==> src/rtl/fifo_flag_pkg.sv <==
// Constants and types shared by the FIFO status flag logic
package fifo_flag_pkg;
    localparam int AW = 20;
    localparam int PW = AW + 1;
    localparam logic [PW-1:0] DEPTH_DEF = 21'h080000;
    localparam logic [AW-1:0] EOFS_RST = 20'h0007F;
    localparam logic [AW-1:0] FOFS_RST = 20'h0007F;
    localparam logic [7:0] A_EOFS = 8'h00;
    localparam logic [7:0] A_FOFS = 8'h04;
    localparam logic [7:0] A_STAT = 8'h08;
    localparam logic [7:0] A_ISTAT = 8'h0C;
    localparam logic [7:0] A_IMASK = 8'h10;
    localparam logic [1:0] RESP_OKAY = 2'h0;
    localparam logic [1:0] RESP_SLVERR = 2'h2;
    localparam logic [3:0] PIN_RST = 4'h3;
    // Flag set as on the pins; active low, except empty and full in lookahead mode
    typedef struct packed {
        logic paeN;
        logic pafN;
        logic fullN;
        logic emptyN;
    } flags_t;
endpackage

==> src/rtl/fifo_status_flag_logic.sv <==
// Status flag logic of one die of a deep FIFO, with an AXI4-Lite register port
`timescale 1ns/100ps
module fifo_status_flag_logic #(
    parameter logic [fifo_flag_pkg::PW-1:0] DEPTH = fifo_flag_pkg::DEPTH_DEF
) (
    input wire logic clk,
    input wire logic nrst,
    input wire logic ce,
    input wire logic master_reset_n,
    input wire logic partial_reset_n,
    input wire logic flag_timing_select,
    input wire logic lookahead_mode,
    input wire logic wrTick,
    input wire logic wrReq,
    input wire logic rdTick,
    input wire logic rdReq,
    input wire logic markReq,
    input wire logic retransmitActive,
    output logic empty_indicator_n,
    output logic full_indicator_n,
    output logic almost_full_indicator_n,
    output logic almost_empty_indicator_n,
    output logic irq,
    input wire logic [7:0] awaddr,
    input wire logic awvalid,
    output logic awready,
    input wire logic [31:0] wdata,
    input wire logic [3:0] wstrb,
    input wire logic wvalid,
    output logic wready,
    output logic [1:0] bresp,
    output logic bvalid,
    input wire logic bready,
    input wire logic [7:0] araddr,
    input wire logic arvalid,
    output logic arready,
    output logic [31:0] rdata,
    output logic [1:0] rresp,
    output logic rvalid,
    input wire logic rready
);
    import fifo_flag_pkg::*;

    // Byte-lane merge used by every writable register
    function automatic logic [31:0] laneMerge(input logic [31:0] old, input logic [31:0] nw,
                                              input logic [3:0] s);
        logic [31:0] r;
        r = old;
        for (int i = 0; i < 4; i++)
            if (s[i]) r[i*8 +: 8] = nw[i*8 +: 8];
        return r;
    endfunction

    // ----------------------------------------
    // Pin synchronisers and mode capture
    // ----------------------------------------
    logic [3:0] pinS1_q, pinS2_q;
    logic la_q, ptSel_q;
    wire logic mrsN = pinS2_q[0];
    wire logic clear = ~pinS2_q[0] | ~pinS2_q[1];

    // Mode straps follow the pins only while master reset is held
    always_ff @(posedge clk or negedge nrst)
    begin
        if (!nrst)
        begin
            pinS1_q <= PIN_RST;
            pinS2_q <= PIN_RST;
            la_q <= 1'b0;
            ptSel_q <= 1'b0;
        end
        else if (ce)
        begin
            pinS1_q <= {flag_timing_select, lookahead_mode, partial_reset_n, master_reset_n};
            pinS2_q <= pinS1_q;
            if (!mrsN)
            begin
                ptSel_q <= pinS2_q[3];
                la_q <= pinS2_q[2];
            end
        end
    end

    // ----------------------------------------
    // Pointers and fill levels
    // ----------------------------------------
    logic [PW-1:0] wrPtr_q, rdPtr_q, markPtr_q;
    logic outValid_q;
    logic [31:0] eOfs_q, fOfs_q, intStat_q, intMask_q;
    wire logic [PW-1:0] laWord = {{AW{1'b0}}, la_q & outValid_q};
    wire logic [PW-1:0] memCnt = wrPtr_q - rdPtr_q;
    wire logic [PW-1:0] level = memCnt + laWord;
    wire logic [PW-1:0] cap = DEPTH + {{AW{1'b0}}, la_q};
    wire logic atCap = (level == cap);
    wire logic wrGo = wrTick & wrReq & ~atCap;
    // Standard reads need a stored word; lookahead loads the output word itself
    wire logic rdStd = ~la_q & rdTick & rdReq & (memCnt != '0);
    wire logic rdLoad = la_q & rdTick & (memCnt != '0) & (~outValid_q | rdReq);
    // The marked position stands in for the read pointer while retransmit runs
    wire logic [PW-1:0] pafLevel = (retransmitActive ? wrPtr_q - markPtr_q : memCnt)
                                   + laWord;
    wire logic [PW-1:0] mOfs = {1'b0, fOfs_q[AW-1:0]};
    wire logic [PW-1:0] nOfs = {1'b0, eOfs_q[AW-1:0]};
    wire logic pafCond = (pafLevel >= cap - mOfs);
    wire logic paeCond = (level <= nOfs + {{AW{1'b0}}, la_q});

    // Pointer and output-word state
    always_ff @(posedge clk or negedge nrst)
    begin
        if (!nrst)
        begin
            wrPtr_q <= '0;
            rdPtr_q <= '0;
            markPtr_q <= '0;
            outValid_q <= 1'b0;
        end
        else if (ce)
        begin
            if (clear)
            begin
                wrPtr_q <= '0;
                rdPtr_q <= '0;
                markPtr_q <= '0;
                outValid_q <= 1'b0;
            end
            else
            begin
                if (wrGo) wrPtr_q <= wrPtr_q + 1'b1;
                if (rdStd | rdLoad) rdPtr_q <= rdPtr_q + 1'b1;
                if (markReq) markPtr_q <= rdPtr_q;
                // Last word read with nothing behind it: output word empties
                if (rdLoad) outValid_q <= 1'b1;
                else if (la_q & rdTick & rdReq) outValid_q <= 1'b0;
            end
        end
    end

    // ----------------------------------------
    // Flag pipelines
    // ----------------------------------------
    logic [2:0] emptyPipe_q;
    logic [1:0] fullPipe_q;
    flags_t flags_q;
    wire logic emptyRaw = la_q ? ~outValid_q : (memCnt != '0);
    wire logic fullRaw = la_q ? atCap : ~atCap;

    // Empty is retimed on read edges, full on write edges
    always_ff @(posedge clk or negedge nrst)
    begin
        if (!nrst)
        begin
            emptyPipe_q <= '0;
            fullPipe_q <= '1;
        end
        else if (ce)
        begin
            if (clear)
            begin
                emptyPipe_q <= {3{la_q}};
                fullPipe_q <= {2{~la_q}};
            end
            else
            begin
                if (rdTick) emptyPipe_q <= {emptyPipe_q[1:0], emptyRaw};
                if (wrTick) fullPipe_q <= {fullPipe_q[0], fullRaw};
            end
        end
    end

    // Almost flags; in async timing the assert edge wins a tie with the release
    always_ff @(posedge clk or negedge nrst)
    begin
        if (!nrst)
        begin
            almost_full_indicator_n <= 1'b1;
            almost_empty_indicator_n <= 1'b0;
        end
        else if (ce)
        begin
            if (clear)
            begin
                almost_full_indicator_n <= 1'b1;
                almost_empty_indicator_n <= 1'b0;
            end
            else if (ptSel_q)
            begin
                if (wrTick) almost_full_indicator_n <= ~pafCond;
                if (rdTick) almost_empty_indicator_n <= ~paeCond;
            end
            else
            begin
                if (wrTick & pafCond) almost_full_indicator_n <= 1'b0;
                else if (rdTick & ~pafCond) almost_full_indicator_n <= 1'b1;
                if (rdTick & paeCond) almost_empty_indicator_n <= 1'b0;
                else if (wrTick & ~paeCond) almost_empty_indicator_n <= 1'b1;
            end
        end
    end

    assign empty_indicator_n = la_q ? emptyPipe_q[2] : emptyPipe_q[1];
    assign full_indicator_n = fullPipe_q[1];
    assign flags_q = '{almost_empty_indicator_n, almost_full_indicator_n,
                       full_indicator_n, empty_indicator_n};

    // ----------------------------------------
    // AXI4-Lite slave and interrupt
    // ----------------------------------------
    logic [7:0] awAddr_q;
    logic [31:0] wData_q;
    logic [3:0] wStrb_q, actPrev_q;
    wire logic doWrite = ~awready & ~wready & ~bvalid;
    wire logic mapped = (awAddr_q == A_EOFS) | (awAddr_q == A_FOFS) | (awAddr_q == A_STAT)
                        | (awAddr_q == A_ISTAT) | (awAddr_q == A_IMASK);
    // Active sense of each flag; lookahead flips empty and full polarity
    wire logic [3:0] actNow = {~flags_q.paeN, ~flags_q.pafN,
                               la_q ? flags_q.fullN : ~flags_q.fullN,
                               la_q ? flags_q.emptyN : ~flags_q.emptyN};
    wire logic [3:0] evt = actNow & ~actPrev_q;
    wire logic [31:0] clrMask = (doWrite && awAddr_q == A_ISTAT)
                                ? laneMerge(32'h0, wData_q, wStrb_q) : 32'h0;
    wire logic [31:0] intStat_d = (intStat_q & ~clrMask) | {28'h0, evt};
    // Merged write data per register; a call result cannot be part-selected
    wire logic [31:0] eOfsMerge = laneMerge(eOfs_q, wData_q, wStrb_q);
    wire logic [31:0] fOfsMerge = laneMerge(fOfs_q, wData_q, wStrb_q);
    wire logic [31:0] maskMerge = laneMerge(intMask_q, wData_q, wStrb_q);
    wire logic [31:0] rdMux = (araddr == A_EOFS) ? eOfs_q :
                              (araddr == A_FOFS) ? fOfs_q :
                              (araddr == A_STAT) ? {3'h0, level, 2'h0, ptSel_q, la_q, flags_q} :
                              (araddr == A_ISTAT) ? intStat_q :
                              (araddr == A_IMASK) ? intMask_q : 32'h0;
    wire logic rdMapped = (araddr == A_EOFS) | (araddr == A_FOFS) | (araddr == A_STAT)
                          | (araddr == A_ISTAT) | (araddr == A_IMASK);

    // Write channel: address and data taken in either order, one write in flight
    always_ff @(posedge clk or negedge nrst)
    begin
        if (!nrst)
        begin
            awready <= 1'b1;
            wready <= 1'b1;
            bvalid <= 1'b0;
            bresp <= RESP_OKAY;
            awAddr_q <= '0;
            wData_q <= '0;
            wStrb_q <= '0;
            eOfs_q <= {12'h0, EOFS_RST};
            fOfs_q <= {12'h0, FOFS_RST};
            intMask_q <= '0;
        end
        else if (ce)
        begin
            if (awvalid & awready)
            begin
                awready <= 1'b0;
                awAddr_q <= awaddr;
            end
            if (wvalid & wready)
            begin
                wready <= 1'b0;
                wData_q <= wdata;
                wStrb_q <= wstrb;
            end
            if (doWrite)
            begin
                bvalid <= 1'b1;
                bresp <= mapped ? RESP_OKAY : RESP_SLVERR;
                if (awAddr_q == A_EOFS)
                    eOfs_q <= {12'h0, eOfsMerge[AW-1:0]};
                if (awAddr_q == A_FOFS)
                    fOfs_q <= {12'h0, fOfsMerge[AW-1:0]};
                if (awAddr_q == A_IMASK)
                    intMask_q <= {28'h0, maskMerge[3:0]};
            end
            if (bvalid & bready)
            begin
                bvalid <= 1'b0;
                awready <= 1'b1;
                wready <= 1'b1;
            end
            // Master reset restores default offsets; partial reset keeps them
            if (!mrsN)
            begin
                eOfs_q <= {12'h0, EOFS_RST};
                fOfs_q <= {12'h0, FOFS_RST};
            end
        end
    end

    // Read channel and sticky status; a new event beats a clear in the same cycle
    always_ff @(posedge clk or negedge nrst)
    begin
        if (!nrst)
        begin
            arready <= 1'b1;
            rvalid <= 1'b0;
            rdata <= '0;
            rresp <= RESP_OKAY;
            intStat_q <= '0;
            actPrev_q <= 4'h9; // Matches the reset flag sense, so no false event
            irq <= 1'b0;
        end
        else if (ce)
        begin
            if (arvalid & arready)
            begin
                arready <= 1'b0;
                rvalid <= 1'b1;
                rdata <= rdMux;
                rresp <= rdMapped ? RESP_OKAY : RESP_SLVERR;
            end
            else if (rvalid & rready)
            begin
                rvalid <= 1'b0;
                arready <= 1'b1;
            end
            actPrev_q <= actNow;
            intStat_q <= intStat_d;
            irq <= |(intStat_d & intMask_q);
        end
    end

    // ----------------------------------------
    // Checks
    // ----------------------------------------
    chk_empty_std: assert property (@(posedge clk) disable iff (!nrst)
        (ce && rdTick && !la_q && !clear && memCnt == '0) |=> !emptyPipe_q[0])
        else $error("empty not flagged in standard mode");
    chk_valid_hold: assert property (@(posedge clk) disable iff (!nrst)
        (ce && !clear && la_q && rdTick && !rdReq && outValid_q) |=> outValid_q)
        else $error("output word lost without a read");
    chk_read_ignored: assert property (@(posedge clk) disable iff (!nrst)
        (ce && !clear && la_q && !outValid_q && memCnt == '0) |=> $stable(rdPtr_q))
        else $error("read taken while no word valid");
    chk_empty_stages: assert property (@(posedge clk) disable iff (!nrst)
        (ce && rdTick && !clear) |=> emptyPipe_q[1] == $past(emptyPipe_q[0]))
        else $error("empty pipeline did not shift");
    chk_paf_sync: assert property (@(posedge clk) disable iff (!nrst)
        (ce && ptSel_q && wrTick && !clear && pafCond) |=> !almost_full_indicator_n)
        else $error("almost-full missed at threshold");
    chk_paf_edges: assert property (@(posedge clk) disable iff (!nrst)
        ($rose(almost_full_indicator_n) && !ptSel_q && !$past(clear))
        |-> $past(rdTick && ce))
        else $error("almost-full released off a read edge");
    chk_pae_edges: assert property (@(posedge clk) disable iff (!nrst)
        ($rose(almost_empty_indicator_n) && !ptSel_q && !$past(clear))
        |-> $past(wrTick && ce))
        else $error("almost-empty released off a write edge");
    chk_pae_sync: assert property (@(posedge clk) disable iff (!nrst)
        ($changed(almost_empty_indicator_n) && ptSel_q && !$past(clear))
        |-> $past(rdTick && ce))
        else $error("almost-empty moved off a read edge");
    chk_full_block: assert property (@(posedge clk) disable iff (!nrst)
        (ce && !clear && level == cap) |=> $stable(wrPtr_q))
        else $error("write accepted while full");
endmodule

==> config.mk <==
export PLATFORM = sky130hd
export DESIGN_NAME = fifo_status_flag_logic
export DESIGN_NICKNAME = d
export VERILOG_FILES = /design/src/rtl/fifo_flag_pkg.sv /design/src/rtl/fifo_status_flag_logic.sv
export SDC_FILE = /design/constraint.sdc
export NUM_CORES = 1
export LEC_CHECK = 0
export BUFFER_PORTS_ARGS = -buffer_cell sky130_fd_sc_hd__buf_4
export CAP_MARGIN = 20
export CORE_ASPECT_RATIO = 1.4
export CORE_MARGIN = 3
export CORE_UTILIZATION = 31
export CTS_CLUSTER_DIAMETER = 30
export DETAILED_ROUTE_END_ITERATION = 7
export RECOVER_POWER = 50
export SYNTH_ARGS = -nofsm -noshare
export SYNTH_HDL_FRONTEND = slang
export SYNTH_SLANG_ARGS = --single-unit
==> constraint.sdc <==
create_clock -name clk -period 7.5 [get_ports clk]
set_clock_uncertainty 0.2 [all_clocks]
set_input_delay 1.5 -clock clk [delete_from_list [all_inputs] [get_ports clk]]
set_output_delay 1.5 -clock clk [all_outputs]
set_load 0.02 [all_outputs]
==> results of run 1 <==
==> sequential cells by signal, summed over array words and instances (netlist names), 2 cells and up <==
register,count
emptyPipe_q,3
rdata,32
fOfs_q,20
awAddr_q,8
intStat_q,32
wData_q,32
fullPipe_q,2
eOfs_q,20
wStrb_q,4
rdPtr_q,21
intMask_q,4
actPrev_q,4
wrPtr_q,21
pinS1_q,4
markPtr_q,21
pinS2_q,4
==> cells in the mapped netlist, types with 7 or more instances <==
master and n:
o211ai_1 7, a21oi_1 66, ha_1 92, inv_1 77
nor4_1 10, and3_1 26, mux2_2 75, xnor2_1 77
or4_1 8, nand2b_1 29, nand4_1 27, clkbuf_1 44
a2111oi_0 7, a22o_1 40, mux4_2 16, or3_1 16
o31ai_1 13, mux2i_1 14, xor2_1 40, and2_1 22
o21ai_0 115, dfstp_2 26, nor2b_1 21, nand3_1 50
nor3_1 41, a31oi_1 16, a21boi_0 41, o21a_1 22
dfrtp_1 219, a21o_1 24, buf_1 8, nand2_1 172
a211oi_1 8, o21ai_1 10, nor2_1 114
==> worst max path at each step <==
stage	start	to	slack, ns
CTS	wrPtr_q[0]	almost_full_indicator_n	1.38
detailed placement	wrPtr_q[0]	almost_full_indicator_n	1.44
floorplan	retransmitActive	almost_full_indicator_n	1.63
finish	wrPtr_q[0]	almost_full_indicator_n	1.34
global route	wrPtr_q[0]	almost_full_indicator_n	0.61
global placement	wrPtr_q[0]	almost_full_indicator_n	1.41
==> cell type report <==
type                            count  area [sq um]
Multi-Input combinational cell   1307          9240
Inverter                           78           293
Sequential cell                   245          6160
Tap cell                          643           805
Clock inverter                     25           339
Clock buffer                       61          1330
Timing Repair Buffer              124           955
Fill cell                        5078         31400
==> where the power goes <==
part           internal, mW  leakage [nW]  switching, mW  total, mW
combinational         0.769          4.54          0.956       1.73
clock                  1.44         0.810          0.746       2.18
sequential             1.64          3.18          0.305       1.94
==> layer usage <==
| layer | share of wire, % | routed length, um | track usage, % |
|---|---|---|---|
| met5 | 0 | 0 | 0 |
| met4 | 3.4 | 1590 | 6.19 |
| met3 | 3.3 | 1540 | 2.00 |
| met2 | 53 | 24800 | 32.3 |
| met1 | 40 | 18500 | 19.3 |
==> worst reg2reg max path, cell delays in order (launching register included) <==
cell and delay, ns:
dfrtp_1 0.40, inv_1 0.08, ha_1 0.22, fa_1 0.40, nor2b_1 0.12, o21ai_0 0.10
a21boi_0 0.35, o221a_2 0.30, o21ai_0 0.11, a21oi_1 0.18, xor2_1 0.20, a21oi_1 0.15
a2111oi_0 0.81, nand3b_1 0.24, nor4_1 0.36, xnor2_1 0.13, ha_1 0.30, nand4_1 0.15
nor4_1 0.31, a41oi_1 0.15, nand3_1 0.12, o22ai_1 0.09, a21oi_1 0.20, nor2_1 0.07
a211oi_1 0.25, a21oi_1 0.10
==> metrics by stage <==
step	hold WS [ns]	instance area [sq um]	cells	worst slack, ns
after floorplan	0.223	16000	1691	1.63
after global placement	0.232	17400	2396	1.41
after detailed placement	0.245	17400	2396	1.44
after CTS	0.252	19100	2482	1.38
after global routing	0.264	19100	2483	0.615
final	0.245	19100	2483	1.34
==> cell families after synthesis <==
| family | count (synthesis) | share of synthesized area [%] |
|---|---|---|
| XOR/XNOR | 117 | 6.43 |
| AND/OR/NAND/NOR | 571 | 17.9 |
| adder cells (fa/ha/maj) | 94 | 7.47 |
| buffers and inverters | 139 | 3.47 |
| AO/OA/AOI/OAI | 418 | 17.6 |
| other | 1 | 0.0235 |
| flip-flops | 245 | 38.6 |
| multiplexers | 105 | 8.43 |
==> results.toml, run 1 <==
[outcome]
outcome = "finished, violations left"
violations = "max-capacitance violations, max-slew violations"

[setup_path]
crit_path_top_delay_cell = "a2111oi_0"
path_buf_inv = 1
r2r-start = "wrPtr_q[0]"
path_common_cell = "a21oi_1"
rrSetupSlack_ns = 1.34
arrival_ns = 6.43
timing.rr.end = "almost_full_indicator_n"
slowest_delay_ns = 0.80
crit_cells = 25
path_max_fanout = 5
cp-start-kind = "flop"
setup.worst_path.class = "reg2reg"
r2r_cells = 25
endpoint_kind = "flop"
cp_data_required_time_ns = 7.76
crit_family = "compound AO/OA/AOI/OAI gates"

[final_layout]
diodes = 0
post-route-util_pct = 37.9
layout-drive-gt1-share_pct = 18.9
final_cell_mix = "dfrtp_1 (219), nand2_1 (172), buf_4 (120)"
areaGrowthSynthToFinish_pct = 19.9
final_common_cell = "dfrtp_1"
fin_nets = 1966

[floorplan]
dieArea_sq_mm = 0.0542
ios = 116
core_sq_mm = 0.0505
initial_utilization_pct = 31.6
die_w_um = 198
row_count = 97
die_height_um = 274

[worst_hold_path]
hold_path_class = "reg2reg"
min_to = "intStat_q[24]"
worst_hold_path.num_cells = 1
hp-start = "wData_q[24]"

[detailed_routing]
dr.pass1.iters = 7
vias = 13165
drtIter0Drc = 700
wl_per_cell_um = 18.7
drtAntennaViolNets = 0
drt-vias-per-instance = 5.30
wl_um = 46500
drc = 0

[yosys]
syn_area_sq_mm = 0.0159
syn_avg_cell_area_sq_um = 9.44
synthArstFlopShare_pct = 100
ys_ff_latch = 245
yosysUniqueCellTypes = 88
yosysWarningCount = 0
yosysTopAreaCell = "dfrtp_1"
seq_area_frac_synth_pct = 38.6
synthCells = 1690
synth_flop_cell = "dfrtp_1"
synth_edf_count = 0
synth_top_area_share_pct = 34.4
ys_top_cells_by_area = "dfrtp_1 (34%), ha_1 (7.2%), mux2_2 (5.3%), dfstp_2 (4.3%), xnor2_1 (4.2%)"

[cts]
cts-hold-fix-buffers = 0
cts_buffers = 46
root_buffer = "clkbuf_16"
cts_max_path_buffers = 3
cts_resized = 0
clk_latency_ns = 0.56
cts_tree = "done"
postCtsSetupRepairBufs = 0
htree_levels = 2
clkSinkCount = 245
clk_pin_slew_ns = 0.05

[global_routing]
grt_antenna_before_repair = 0
grt_pass1_wl_um = 74000
grt_pass1_vias = 13628
overflow = 0
grtUsageTotal_pct = 17.0
grt_max_degree = 145

[timing]
finalHoldViolCount = 0
fin_crit_sh_pct = 82.2
fin_tns_setup_ns = 0
timing.fmax_ghz = 0.162
maxSlewViolCount = 152
setup_viol = 0
rsz0062_at_grt = "false"
tightestPinTransition_ns = 4.73
fin_crit_ns = 6.16
slew_headroom_pct = -215

[power]
p_leak_nw = 8.53
power.total_mw = 5.85
p_per_area_mw_per_mm2 = 306
ir_worst_vdd_v = 0.000181

[place]
globalplace.congestion = 0.914
dp_hpwl_um = 35500
portBuffers = 113

[flow_run]
cap_violations = 2
Power figures use the tool's default switching activity.
==> run 2: changes to the inputs <==
--- a/config.mk
+++ b/config.mk
@@ -5,6 +5,7 @@
 export SDC_FILE = /design/constraint.sdc
 export NUM_CORES = 1
 export LEC_CHECK = 0
+export ABC_AREA = 1
 export BUFFER_PORTS_ARGS = -buffer_cell sky130_fd_sc_hd__buf_4
 export CAP_MARGIN = 20
 export CORE_ASPECT_RATIO = 1.4
==> constraint.sdc (replaced) <==
create_clock -name clk -period 5.9 [get_ports clk]
set_clock_uncertainty 0.2 [all_clocks]
set_input_delay 1.18 -clock clk [delete_from_list [all_inputs] [get_ports clk]]
set_output_delay 1.18 -clock clk [all_outputs]
set_load 0.02 [all_outputs]
==> run 2 against run 1 <==
Net effect: the flow still finishes with violations (max-capacitance violations, max-slew violations); die area up 8.0%; sequential share of layout area is 2.3 points lower; via count up 26%; combinational power decreased by 8%; non-clock buffer count grew 15; routed wire length rose by 21%; clock-buffer cell count decreased by 11.
==> results.toml, run 2 <==
[outcome]
outcome = "finished, violations left"
violations = "max-capacitance violations, max-slew violations"

[setup_path]
r2r_cells = 32
crit_family = "simple AND/OR/NAND/NOR gates"
endpoint_kind = "flop"
cp-start-kind = "flop"
arrival_ns = 5.61
timing.rr.end = "almost_full_indicator_n"
r2r-start = "wrPtr_q[0]"
slowest_delay_ns = 0.45
path_max_fanout = 6
path_common_cell = "nand2_1"
setup.worst_path.class = "reg2reg"
rrSetupSlack_ns = 0.62
path_buf_inv = 6
cp_data_required_time_ns = 6.23
crit_path_top_delay_cell = "fa_1"

[timing]
slew_headroom_pct = -101
maxSlewViolCount = 220
finalHoldViolCount = 0
rsz0062_at_grt = "false"
setup_viol = 0
fin_crit_sh_pct = 89.6
tightestPinTransition_ns = 3.02
timing.fmax_ghz = 0.189
fin_crit_ns = 5.28
fin_tns_setup_ns = 0

[final_layout]
diodes = 0
largestRegisters = "intStat_q (32), rdata (32), wData_q (32)"
fin_nets = 2775
final_cell_mix = "nand2_1 (755), inv_1 (325), dfrtp_1 (219)"
layout-drive-gt1-share_pct = 12.8
areaGrowthSynthToFinish_pct = 19.3
fin_cells = 3370
final_common_cell = "nand2_1"

[yosys]
syn_avg_cell_area_sq_um = 6.95
syn_area_sq_mm = 0.0173
ys_top_cells_by_count = "nand2_1 (755), inv_1 (325), dfrtp_1 (219)"
synthCells = 2483
synthArstFlopShare_pct = 100
yosysUniqueCellTypes = 55
ys_ff_latch = 245
yosysWarningCount = 0
synth_edf_count = 0
yosysTopAreaCell = "dfrtp_1"
ys_top_cells_by_area = "dfrtp_1 (32%), nand2_1 (16%), inv_1 (7.1%), ha_1 (6.7%), o21ai_0 (5.8%)"
seq_area_frac_synth_pct = 35.7
synth_top_area_share_pct = 31.7
synth.most_common_cell = "nand2_1"
synth_flop_cell = "dfrtp_1"

[global_routing]
grtUsageTotal_pct = 19.3
grt_max_degree = 118
overflow = 0
grt_pass1_wl_um = 89700
grt_pass1_vias = 16650
grt_antenna_before_repair = 0

[power]
power.total_mw = 6.66
netSwitchingFraction_pct = 35.8
internal_power_mw = 4.27
share_comb_of_total_power_pct = 23.8
sequentialPowerShare_pct = 34.8
p_per_area_mw_per_mm2 = 323
p_leak_nw = 10.3
p_switching_mw = 2.39
ir_worst_vdd_v = 0.000297
power_frac_clock_pct = 41.4

[floorplan]
die_w_um = 205
dieArea_sq_mm = 0.0586
die_height_um = 285
initial_utilization_pct = 31.6
core_sq_mm = 0.0547
ios = 116
row_count = 101

[cts]
cts_tree = "done"
cts_buffers = 47
root_buffer = "clkbuf_16"
clk_latency_ns = 0.60
clk_pin_slew_ns = 0.06
cts_max_path_buffers = 3
htree_levels = 2
cts-hold-fix-buffers = 0
clkSinkCount = 245

[detailed_routing]
wl_um = 56300
drtIter0Drc = 1097
vias = 16593
dr.pass1.iters = 5
drtAntennaViolNets = 0
drt-vias-per-instance = 4.92
drc = 0
wl_per_cell_um = 16.7

[place]
globalplace.congestion = 0.937
dp_hpwl_um = 44000
portBuffers = 113
dpl.cell_count = 3283

[worst_hold_path]
min_to = "pinS1_q[0]"
hold_path_class = "reg2reg"
worst_hold_path.num_cells = 2
hp-start = "pinS1_q[0]"

[flow_run]
cap_violations = 3
==> run 2: cell count changes after synthesis, moves of 31 or more <==
cell,previous run,this run
inv_1,77,325
nand3_1,50,145
xor2_1,40,78
nand2_1,172,755
a22o_1,40,3
nor2_1,114,181
a21boi_0,41,4
xnor2_1,77,11
nand4_1,27,58
o21ai_0,115,201
mux2_2,75,0
==> run 2: how the worst max path moves through the flow <==
| stage | startpoint | slack (ns) | depth (start not counted) | to |
|---|---|---|---|---|
| 3_5_place_dp | retransmitActive | 0.41 | 20 | almost_full_indicator_n |
| 5_1_grt | wrPtr_q[0] | 0.08 | 27 | almost_full_indicator_n |
| 2_1_floorplan | retransmitActive | 1.05 | 26 | almost_full_indicator_n |
| 4_1_cts | rdPtr_q[2] | 0.41 | 27 | almost_full_indicator_n |
| 6_report | wrPtr_q[0] | 0.62 | 32 | almost_full_indicator_n |
| 3_3_place_gp | rdPtr_q[2] | 0.41 | 27 | almost_full_indicator_n |
==> run 2: logic make-up (layout without fill, tap and decap cells) <==
group | Yosys count | in the layout | share of synthesized area, %
adders and majority gates | 94 | 94 | 6.90
other | 1 | 2 | 0.0217
buffers and inverters | 409 | 574 | 9.09
xor gates and xnor gates | 89 | 89 | 4.51
DFF | 245 | 245 | 35.7
AOI/OAI and AO/OA | 371 | 371 | 12.1
and+or+nand+nor | 1274 | 1274 | 31.7
==> run 2: final cells by class <==
cell class / count / area (sq um)
Tap cell: 721 / 902
Clock buffer: 50 / 1220
Multi-Input combinational cell: 1830 / 9550
Inverter: 348 / 1310
Timing Repair Buffer: 139 / 1030
Clock inverter: 37 / 428
Sequential cell: 245 / 6160
Fill cell: 5871 / 34100
==> run 2: metal layers <==
layer	track usage (%)	vias up	part of all wire (%)
li1	-	8324	-
met2	35.5	466	52
met1	21.4	7650	39
met3	2.06	153	3.5
met4	10.5	0	5.8
met5	0	-	0
==> run 2: power by group through the flow <==
| stage | registers (mW) | logic [mW] | clock network (mW) |
|---|---|---|---|
| floorplan | 2.30 | 1.03 | 0 |
| global placement | 2.34 | 1.58 | 0 |
| global route | 2.36 | 1.82 | 2.88 |
| detailed placement | 2.34 | 1.59 | 0 |
| finish | 2.32 | 1.59 | 2.76 |
| CTS | 2.32 | 1.60 | 2.81 |
==> run 2: what timing repair did <==
item | CTS | global route
gates resized for setup | 0 | 1
setup buffers | 0 | 0
setup endpoints to repair | 0 | 1
==> run 2: metrics by stage <==
step / utilization (%) / hold slack (ns) / worst slack, ns / cell area, sq um
6_report: 37.7 / 0.267 / 0.615 / 20600
4_1_cts: 37.7 / 0.269 / 0.412 / 20600
2_1_floorplan: - / 0.242 / 1.05 / 17300
3_3_place_gp: 34.7 / 0.254 / 0.408 / 19000
5_1_grt: 37.7 / 0.300 / 0.0823 / 20600
3_5_place_dp: 34.7 / 0.259 / 0.410 / 19000
==> run 2: worst register-to-register path: cells and delay by family, from the launching register on <==
family                   cells  cell delay [ns]
AND/OR/NAND/NOR             16             1.82
buffers and inverters        6             0.65
AO/OA/AOI/OAI                6             0.98
adder cells (fa/ha/maj)      3             1.00
flip-flops                   1             0.36
XOR/XNOR                     1             0.20
